--- src/verilog/vfcw_defs.svh ---
// vfcw_defs.svh: register offsets, field positions, pixel format codes
// and reset values of the video field capture writer.
// assumes inclusion by bare name from files under verilog/.
`ifndef VFCW_DEFS_SVH
`define VFCW_DEFS_SVH

// register byte offsets on the slave port
`define VFCW_OFF_CTRL 5'h00
`define VFCW_OFF_CMD 5'h04
`define VFCW_OFF_BASE_E 5'h08
`define VFCW_OFF_BASE_O 5'h0C
`define VFCW_OFF_LPIX 5'h10
`define VFCW_OFF_FLINES 5'h14
`define VFCW_OFF_STATUS 5'h18

// bit positions
`define VFCW_CTRL_ILV 3
`define VFCW_CTRL_ONE 4
`define VFCW_CMD_START 0
`define VFCW_CMD_HALT 1
`define VFCW_ST_OVR 2
`define VFCW_ST_BADW 3

// pixel format codes
`define VFCW_FMT_RGB32 3'h0
`define VFCW_FMT_RGB24 3'h1
`define VFCW_FMT_RGB16 3'h2
`define VFCW_FMT_RGB15 3'h3
`define VFCW_FMT_YUY2 3'h4
`define VFCW_FMT_P411 3'h5
`define VFCW_FMT_Y8 3'h6

// reset values
`define VFCW_FMT_RST 3'h0
`define VFCW_LPIX_RST 12'h2D0
`define VFCW_FLINES_RST 10'h120

`endif

--- src/verilog/vfcw_pkg.sv ---
// vfcw_pkg.sv: types of the video field capture writer.
// assumes nothing beyond a SystemVerilog compiler.
package vfcw_pkg;

    // capture sequencer states
    typedef enum logic [1:0] {ST_IDLE, ST_SYNC, ST_RUN, ST_LOCK} vfcw_state_t;

    // bytes one pixel contributes to its packing group
    typedef struct packed {
        logic [11:0] mask;
        logic [95:0] data;
    } vfcw_place_t;

    // complete state of the writer
    typedef struct packed {
        vfcw_state_t st;
        logic [2:0] fmt;
        logic ilv;
        logic one;
        logic [31:0] base_e;
        logic [31:0] base_o;
        logic [11:0] lpix;
        logic [9:0] flines;
        logic ovr;
        logic [3:0] fcnt;
        logic [1:0] fdone;
        logic cap;
        logic line_on;
        logic [11:0] pcnt;
        logic [9:0] lcnt;
        logic [2:0] gidx;
        logic [95:0] grp;
        logic [31:0] cur_addr;
        logic [31:0] line_base;
        logic [95:0] obuf;
        logic [1:0] ocnt;
        logic [31:0] oaddr;
        logic mwr;
        logic [31:0] maddr;
        logic [31:0] mdata;
        logic wait_hi;
        logic [31:0] rdata;
    } vfcw_regs_t;

endpackage

--- src/verilog/vfcw_top.sv ---
// vfcw_top.sv: video field capture writer; packs captured pixels and
// writes them to host memory through an Avalon-MM write master.
// assumes the video decoder and the memory bridge run on clk.
`timescale 1ns/100ps
`default_nettype none
`include "vfcw_defs.svh"

// Overview of operation
// grey format stores one 8-bit luminance byte per pixel, back to back.
// one field spans line pixels times field lines times pixel byte size.
// 4:2:2 groups two pixels, 4:1:1 groups eight; line width must fit.
// host sizes a frame buffer as even plus odd field requirements.
// interleave flag set puts both fields' lines alternately in one region.
// one-shot flag clear captures every field continuously after start.
// separate regions continuously alternate, one field each, per region.
// interleaved continuous capture writes even lines then odd lines repeatedly.
// one-shot flag set captures one even and one odd field, then stops.
// configuration writes never start capture; only the start command does.
// capture begins at the next whole field, never mid-field.
// continuous runs until halt; one-shot finishes alone after one image.
// capture sequences are whole frames starting on an even field.
// started during an even field, skip it and the odd, take next even.
// started during an odd field, capture the even field right after.
// host should halt around evaluation or use alternating regions.
// 32-bit colour puts blue, green, red in bytes 0..2, top byte zero.
// 16-bit colour packs red 5, green 6, blue 5 most significant bits.
// 15-bit colour packs three 5-bit channels, top word bit zero.
// after one-shot, stay locked until halt; then start may shoot again.
// packed words go to ascending consecutive addresses from the region base.
module vfcw_top
    import vfcw_pkg::*;
(
    // clock and reset
    input wire logic clk,
    input wire logic arst_n,
    // avalon-mm register slave
    input wire logic [4:0] av_address,
    input wire logic av_read,
    input wire logic av_write,
    input wire logic [31:0] av_writedata,
    output logic [31:0] av_readdata,
    output logic av_waitrequest,
    // decoded video from the decoder, same clock
    input wire logic vid_field_start,
    input wire logic vid_odd,
    input wire logic vid_line_start,
    input wire logic vid_pix_valid,
    input wire logic [7:0] vid_r,
    input wire logic [7:0] vid_g,
    input wire logic [7:0] vid_b,
    input wire logic [7:0] vid_y,
    input wire logic [7:0] vid_cb,
    input wire logic [7:0] vid_cr,
    // avalon-mm write master towards host memory
    output logic [31:0] mem_address,
    output logic [31:0] mem_writedata,
    output logic mem_write,
    input wire logic mem_waitrequest
);

    vfcw_regs_t s_reg;
    vfcw_regs_t s_next;
    logic bus_wr;
    logic start_cmd;
    logic halt_cmd;
    logic pix_take;
    logic bad_width;
    logic [31:0] lb;
    logic [31:0] stride;
    vfcw_place_t pl;

    // bytes occupied by one line of the selected format
    function automatic logic [31:0] line_bytes(input logic [2:0] f, input logic [11:0] n);
        logic [31:0] w;
        w = {20'h0, n};
        case (f)
            `VFCW_FMT_RGB32: line_bytes = w << 2;
            `VFCW_FMT_RGB24: line_bytes = (w << 1) + w;
            `VFCW_FMT_RGB16, `VFCW_FMT_RGB15, `VFCW_FMT_YUY2: line_bytes = w << 1;
            `VFCW_FMT_P411: line_bytes = w + (w >> 1);
            default: line_bytes = w;
        endcase
    endfunction

    // pixels in one packing group
    function automatic logic [3:0] grp_px(input logic [2:0] f);
        case (f)
            `VFCW_FMT_RGB32: grp_px = 4'h1;
            `VFCW_FMT_RGB24, `VFCW_FMT_Y8: grp_px = 4'h4;
            `VFCW_FMT_P411: grp_px = 4'h8;
            default: grp_px = 4'h2;
        endcase
    endfunction

    // words in one packing group
    function automatic logic [1:0] grp_words(input logic [2:0] f);
        if (f == `VFCW_FMT_RGB24 || f == `VFCW_FMT_P411) begin
            grp_words = 2'h3;
        end else begin
            grp_words = 2'h1;
        end
    endfunction

    // where pixel i of a group lands inside the 12-byte group
    function automatic vfcw_place_t place(input logic [2:0] f, input logic [2:0] i,
                                          input logic [7:0] r, input logic [7:0] g,
                                          input logic [7:0] b, input logic [7:0] y,
                                          input logic [7:0] cb, input logic [7:0] cr);
        vfcw_place_t p;
        logic [3:0] pos;
        p = '0;
        pos = (i < 3'h4) ? {1'b0, i[1:0], 1'b1} : {2'h2, i[1:0]};
        case (f)
            `VFCW_FMT_RGB32: begin
                p.data = {64'h0, 8'h00, r, g, b};
                p.mask = 12'h00F;
            end
            `VFCW_FMT_RGB24: begin
                p.data = {72'h0, r, g, b} << (24 * i);
                p.mask = 12'h007 << (3 * i);
            end
            `VFCW_FMT_RGB16: begin
                p.data = {80'h0, r[7:3], g[7:2], b[7:3]} << (16 * i[0]);
                p.mask = 12'h003 << (2 * i[0]);
            end
            `VFCW_FMT_RGB15: begin
                p.data = {80'h0, 1'b0, r[7:3], g[7:3], b[7:3]} << (16 * i[0]);
                p.mask = 12'h003 << (2 * i[0]);
            end
            `VFCW_FMT_YUY2: begin
                // first pixel carries the shared chroma
                if (!i[0]) begin
                    p.data = {64'h0, cr, 8'h00, cb, y};
                    p.mask = 12'h00B;
                end else begin
                    p.data = {72'h0, y, 16'h0000};
                    p.mask = 12'h004;
                end
            end
            `VFCW_FMT_P411: begin
                // chroma only from pixels 0 and 4 of the eight
                p.data = {88'h0, y} << (8 * pos);
                p.mask = 12'h001 << pos;
                if (i == 3'h0) begin
                    p.data[7:0] = cb;
                    p.data[23:16] = cr;
                    p.mask = p.mask | 12'h005;
                end else if (i == 3'h4) begin
                    p.data[39:32] = cb;
                    p.data[55:48] = cr;
                    p.mask = p.mask | 12'h050;
                end
            end
            default: begin
                p.data = {88'h0, y} << (8 * i[1:0]); // one byte per pixel
                p.mask = 12'h001 << i[1:0];
            end
        endcase
        place = p;
    endfunction

    // slave strobes: a write acts at the edge where waitrequest is low
    assign bus_wr = av_write && !s_reg.wait_hi;
    assign start_cmd = bus_wr && av_address == `VFCW_OFF_CMD && av_writedata[`VFCW_CMD_START];
    assign halt_cmd = bus_wr && av_address == `VFCW_OFF_CMD && av_writedata[`VFCW_CMD_HALT];
    assign pix_take = s_reg.line_on && vid_pix_valid && s_reg.pcnt < s_reg.lpix;
    // group sizes are powers of two, so a mask tests the fit
    assign bad_width = (s_reg.lpix[3:0] & (grp_px(s_reg.fmt) - 4'h1)) != 4'h0;
    assign lb = line_bytes(s_reg.fmt, s_reg.lpix);
    assign stride = s_reg.ilv ? (lb << 1) : lb;
    assign pl = place(s_reg.fmt, s_reg.gidx, vid_r, vid_g, vid_b, vid_y, vid_cb, vid_cr);

    // next state of the whole writer
    always_comb begin
        s_next = s_reg;

        // register slave: one wait cycle, then a single-cycle answer
        s_next.wait_hi = 1'b1;
        if ((av_read || av_write) && s_reg.wait_hi) begin
            s_next.wait_hi = 1'b0;
            if (av_address == `VFCW_OFF_CTRL) begin
                s_next.rdata = {27'h0, s_reg.one, s_reg.ilv, s_reg.fmt};
            end else if (av_address == `VFCW_OFF_BASE_E) begin
                s_next.rdata = s_reg.base_e;
            end else if (av_address == `VFCW_OFF_BASE_O) begin
                s_next.rdata = s_reg.base_o;
            end else if (av_address == `VFCW_OFF_LPIX) begin
                s_next.rdata = {20'h0, s_reg.lpix};
            end else if (av_address == `VFCW_OFF_FLINES) begin
                s_next.rdata = {22'h0, s_reg.flines};
            end else if (av_address == `VFCW_OFF_STATUS) begin
                s_next.rdata = {24'h0, s_reg.fcnt, bad_width, s_reg.ovr, s_reg.st};
            end else begin
                s_next.rdata = 32'h0000_0000;
            end
        end

        // register writes only configure; nothing here starts capture
        if (bus_wr) begin
            if (av_address == `VFCW_OFF_CTRL) begin
                s_next.fmt = av_writedata[2:0];
                s_next.ilv = av_writedata[`VFCW_CTRL_ILV];
                s_next.one = av_writedata[`VFCW_CTRL_ONE];
            end else if (av_address == `VFCW_OFF_BASE_E) begin
                s_next.base_e = av_writedata;
            end else if (av_address == `VFCW_OFF_BASE_O) begin
                s_next.base_o = av_writedata;
            end else if (av_address == `VFCW_OFF_LPIX) begin
                s_next.lpix = av_writedata[11:0];
            end else if (av_address == `VFCW_OFF_FLINES) begin
                s_next.flines = av_writedata[9:0];
            end else if (av_address == `VFCW_OFF_STATUS && av_writedata[`VFCW_ST_OVR]) begin
                s_next.ovr = 1'b0; // a new overrun below wins over this clear
            end
        end

        // write master: hold the word until the bridge takes it
        if (!s_reg.mwr || !mem_waitrequest) begin
            s_next.mwr = 1'b0;
            if (s_reg.ocnt != 2'h0) begin
                s_next.mwr = 1'b1;
                s_next.maddr = s_reg.oaddr;
                s_next.mdata = s_reg.obuf[31:0];
                s_next.obuf = s_reg.obuf >> 32;
                s_next.oaddr = s_reg.oaddr + 32'h4;
                s_next.ocnt = s_reg.ocnt - 2'h1;
            end
        end

        // line start: open the line and step the line base
        if (s_reg.cap && vid_line_start) begin
            s_next.pcnt = 12'h000;
            s_next.gidx = 3'h0;
            s_next.line_on = s_reg.lcnt < s_reg.flines;
            if (s_reg.lcnt < s_reg.flines) begin
                s_next.cur_addr = s_reg.line_base;
                s_next.line_base = s_reg.line_base + stride;
                s_next.lcnt = s_reg.lcnt + 10'h001;
            end
        end

        // pixel packing; a partial group at line end is dropped
        if (pix_take) begin
            s_next.grp = ((s_reg.gidx == 3'h0) ? 96'h0 : s_reg.grp) | pl.data;
            s_next.pcnt = s_reg.pcnt + 12'h001;
            s_next.gidx = s_reg.gidx + 3'h1;
            if ({1'b0, s_reg.gidx} == grp_px(s_reg.fmt) - 4'h1) begin
                s_next.gidx = 3'h0;
                // no buffering: a group finished while words still wait is lost
                if (s_next.ocnt != 2'h0) begin
                    s_next.ovr = 1'b1;
                end else begin
                    s_next.obuf = s_next.grp;
                    s_next.ocnt = grp_words(s_reg.fmt);
                    s_next.oaddr = s_reg.cur_addr;
                end
                s_next.cur_addr = s_reg.cur_addr + {28'h0, grp_words(s_reg.fmt), 2'h0};
            end
        end

        // capture sequencer
        case (s_reg.st)
            ST_IDLE: begin
                if (start_cmd) begin
                    s_next.st = ST_SYNC;
                    s_next.fdone = 2'h0;
                end
            end
            ST_SYNC: begin
                // only the start of an even field opens capture
                if (vid_field_start && !vid_odd) begin
                    s_next.st = ST_RUN;
                end
            end
            ST_RUN: begin
                if (vid_field_start) begin
                    s_next.fcnt = s_reg.fcnt + 4'h1;
                    s_next.fdone = s_reg.fdone + 2'h1;
                    if (s_reg.one && s_reg.fdone == 2'h1) begin
                        s_next.st = ST_LOCK; // even and odd taken
                    end
                end
            end
            default: begin
                // locked after a single shot; start is ignored
                s_next.st = ST_LOCK;
            end
        endcase

        // field start: point at the region of the arriving field
        s_next.cap = s_next.st == ST_RUN;
        if (vid_field_start && s_next.st == ST_RUN) begin
            s_next.lcnt = 10'h000;
            s_next.line_on = 1'b0;
            s_next.gidx = 3'h0;
            if (!vid_odd) begin
                s_next.line_base = s_reg.base_e;
            end else if (s_reg.ilv) begin
                s_next.line_base = s_reg.base_e + lb; // odd lines fall between
            end else begin
                s_next.line_base = s_reg.base_o; // separate regions alternate
            end
        end
        if (s_next.st != ST_RUN) begin
            s_next.line_on = 1'b0;
        end

        // halt aborts at once; words already handed over still complete
        if (halt_cmd) begin
            s_next.st = ST_IDLE;
            s_next.cap = 1'b0;
            s_next.line_on = 1'b0;
            s_next.ocnt = 2'h0;
        end
    end

    // state register
    always_ff @(posedge clk or negedge arst_n) begin
        if (!arst_n) begin
            s_reg <= '0;
            s_reg.st <= ST_IDLE;
            s_reg.fmt <= `VFCW_FMT_RST;
            s_reg.lpix <= `VFCW_LPIX_RST;
            s_reg.flines <= `VFCW_FLINES_RST;
            s_reg.wait_hi <= 1'b1;
        end else begin
            s_reg <= s_next;
        end
    end

    // outputs straight from the state register
    assign av_readdata = s_reg.rdata;
    assign av_waitrequest = s_reg.wait_hi;
    assign mem_address = s_reg.maddr;
    assign mem_writedata = s_reg.mdata;
    assign mem_write = s_reg.mwr;
endmodule // vfcw_top
`default_nettype wire
--- config.mk ---
export PLATFORM = sky130hd
export DESIGN_NAME = vfcw_top
export DESIGN_NICKNAME = d
export VERILOG_FILES = /design/src/verilog/vfcw_pkg.sv /design/src/verilog/vfcw_top.sv
export VERILOG_INCLUDE_DIRS = /design/src /design/src/verilog
export SDC_FILE = /design/constraint.sdc
export NUM_CORES = 1
export LEC_CHECK = 0
export ABC_AREA = 1
export BUFFER_PORTS_ARGS = -buffer_cell sky130_fd_sc_hd__buf_2
export CAP_MARGIN = 20
export CORE_ASPECT_RATIO = 0.75
export CORE_MARGIN = 5
export CORE_UTILIZATION = 50
export DETAILED_ROUTE_END_ITERATION = 6
export GPL_TIMING_DRIVEN = 0
export PLACE_DENSITY = 0.69
export SYNTH_ARGS = -nofsm -noshare
export SYNTH_HDL_FRONTEND = slang
export SYNTH_SLANG_ARGS = --single-unit
--- constraint.sdc ---
create_clock -name clk -period 4.9 [get_ports clk]
set_input_delay 0.245 -clock clk [delete_from_list [all_inputs] [get_ports clk]]
set_output_delay 0.245 -clock clk [all_outputs]
set_load 0.1 [all_outputs]
==> impl_metrics.env <==
export IMPL_outcome="completed"
export IMPL_grt_setup_unrepaired="no"
export IMPL_endpoint="s_reg[150]"
export IMPL_ys_ff_latch=515
export IMPL_cts_htree_levels=2
export IMPL_fmaxAchievable_mhz=205
export IMPL_reg2reg_to="s_reg[150]"
export IMPL_clock_sinks=515
export IMPL_placedCellCount=5926
export IMPL_clock_skew_ns=0.0305
export IMPL_async_reset_ff_share_pct=100
export IMPL_swShare_pct=49.6
export IMPL_worstSetupStartpointType="register"
export IMPL_power_internal_mw=10.1
export IMPL_synthToLayoutAreaGrowth_pct=13.0
export IMPL_gp_congestion=1.12
export IMPL_hold_viol=0
export IMPL_cp_end_kind="register"
export IMPL_power_frac_seq_pct=31.5
export IMPL_synth_area_leaders="dfrtp_1, nand2_1, o21ai_0"
export IMPL_fin_nets=5315
export IMPL_clk_latency_ns=0.66
export IMPL_die_area_um2=72800
export IMPL_placed_area_um2=35900
export IMPL_yosys_top_cells_count="nand2_1, o21ai_0, inv_1, dfrtp_1, nand3_1"
export IMPL_hpwl_um=117000
export IMPL_die_w_um=310
export IMPL_criticalPathCategory="reg2reg"
export IMPL_setup_viol=0
export IMPL_crit_path_max_fanout=10
export IMPL_drv_slew=0
export IMPL_cap_violations=0
export IMPL_reg2regPathDepth=13
export IMPL_tightest_slew_ns=1.31
export IMPL_synth_main_ff_cell="dfrtp_1"
export IMPL_post_drt_wl_per_cell_um=24.6
export IMPL_grt_pass1_wl_um=216000
export IMPL_switchingPower_mw=9.96
export IMPL_antenna_left=0
export IMPL_ir_worst_vdd_uv=439
export IMPL_first_pass_iters=7
export IMPL_rr_startpoint="s_reg[388]"
export IMPL_seqCellArea_um2=12900
export IMPL_overflow=0
export IMPL_pwr_share_comb_pct=47.4
export IMPL_drc=0
export IMPL_rrSetupSlack_ns=0.02
export IMPL_first_iter_violations=5342
export IMPL_grt_util_all_layers_pct=39.8
export IMPL_pwr_density_cell_nw_per_um2=526
export IMPL_finalInstanceArea_um2=38100
export IMPL_die_y_um=235
export IMPL_cts_buffer_depth=3
export IMPL_min_period_over_period_pct=99.6
export IMPL_ys_seq_area_share_pct=38.2
export IMPL_cp_required_ns=5.44
export IMPL_yosysUniqueCellTypes=60
export IMPL_netlist_instances=4844
export IMPL_synth_edf_count=0
export IMPL_yosys_area_top_type="dfrtp_1"
export IMPL_syn_area_per_cell_um2=6.96
export IMPL_arrival_ns=5.42
export IMPL_start_util_pct=50.5
export IMPL_grt_max_degree=126
export IMPL_largest_reg_flops=417
export IMPL_totalWireLength_um=150000
export IMPL_p_leak_nw=18.4
export IMPL_n_fill_cell=6578
export IMPL_core_um2=66800
export IMPL_clk_pin_slew_worst_paths_ns=0.06
export IMPL_relSlewSlack_pct=11.7
export IMPL_drive_gt1_share_pct=9.80
export IMPL_clkPwrFrac_pct=21.1
export IMPL_grt_pass1_vias=32600
export IMPL_cts_root_buf="clkbuf_16"
export IMPL_critPathLaunch="s_reg[388]"
export IMPL_hp_class="in2reg"
export IMPL_instances_no_fill=6075
export IMPL_via_per_inst=5.93
export IMPL_cts_tree="done"
export IMPL_syn_cell_area_um2=33700
export IMPL_multi_input_area_um2=17000
export IMPL_num_vias=36000
export IMPL_numCtsBuffers=53
export IMPL_yosys_warnings=0
export IMPL_netlist_area_leader_share_pct=37.7
export IMPL_portBuffers=191
export IMPL_period_needed_ns=4.88
export IMPL_synth_most_common_cell="nand2_1"
export IMPL_placementRows=82
export IMPL_syn_nets=5018
export IMPL_io_pins=192
export IMPL_antenna_found_initial=3
-- kinds of logic after synthesis --
group,count (synthesis),share of synthesized area [%]
simple gates,2306,28.2
compound gates,950,15.9
buf+inv,871,11.3
flops,515,38.2
xor+xnor,85,2.23
fa+ha+maj,80,3.08
mux,37,1.10
-- worst max-delay path, stage by stage, from the launching register on --
cell      delay (ns)
dfrtp_1         0.41
inv_2           0.25
buf_1           0.45
buf_1           0.49
ha_1            0.27
clkbuf_1        0.57
clkbuf_2        0.45
o21ai_0         0.14
o21ai_1         0.49
nor2_1          0.27
nand2_1         0.16
nand3_1         0.51
nand2_1         0.23
o21ai_1         0.08
-- cells in the final DEF, fill, tap and decap left out, drive strengths merged, types with 15 or more instances in the layout --
cell type,synthesis,layout
a21oi,136,136
a31oi,22,22
buf,165,365
clkbuf,172,257
clkinv,7,19
dfrtp,508,508
dlygate4sd3,0,34
ha,75,75
inv,527,530
mux2i,37,37
nand2,1516,1516
nand3,315,315
nand4,63,63
nor2,293,293
nor3,75,75
nor4,15,15
o2111ai,20,20
o211ai,30,30
o21ai,595,595
o221ai,51,51
o22ai,38,38
xnor2,17,17
xor2,68,68
-- power by group through the flow --
stage	clock, mW	sequential, mW	combinational [mW]
after global placement	0	6.32	9.02
final	4.24	6.32	9.51
after global routing	4.42	6.44	10.2
after CTS	4.25	6.27	9.19
after floorplan	0	6.05	6.50
after detailed placement	0	6.34	9.12
-- stage by stage --
stage	setup slack, ns	TNS, ns	power [mW]	hold slack (ns)	util, %
finish	0.0213	0	20.1	0.0843	57.1
global route	0.0312	0	21.0	0.119	57.1
CTS	0.143	0	19.7	0.0619	56.9
detailed placement	0.133	0	15.5	0.209	53.8
global placement	-7.37	-3707.27	15.3	0.461	53.6
floorplan	1.47	0	12.6	-0.0506	-
-- area by class of cell --
type                       instances  share of cell area, %
sequential                       515                   33.8
clock inverter                    22                  0.725
multi-input combinational       3458                   44.7
buffer                           337                   4.71
clock buffer                      78                   3.88
antenna                            7                 0.0459
inverter                         534                   5.26
tap                              882                   2.89
timing repair buffer             242                   3.95
-- how the worst min path moves through the flow --
stage	from	to	depth (start not counted)
6_report	vid_y[0]	s_reg[332]	5
3_5_place_dp	arst_n	s_reg[316]	1
4_1_cts	av_address[4]	s_reg[513]	4
5_1_grt	av_address[4]	s_reg[513]	4
2_1_floorplan	arst_n	av_readdata[0]	0
3_3_place_gp	mem_address[16]	mem_address[16]	2
-- timing repair --
item,CTS,global route
endpoints found under the hold margin,119,0
setup buffers,0,0
endpoints found under the setup margin,0,12
gates resized for setup,0,8
hold buffers,34,0
-- layer usage --
metal  wire length (um)  track usage (%)  part of all wire, %  vias up
met1              65200             59.0                   44    17200
met4               3380             7.54                  2.3       14
met3              25000             20.9                   17      226
li1                   -                -                    -    16400
met2              55300             51.1                   37     2246
met5                667             3.79                 0.45        -
Note: power is estimated with default switching activity, not from simulation.
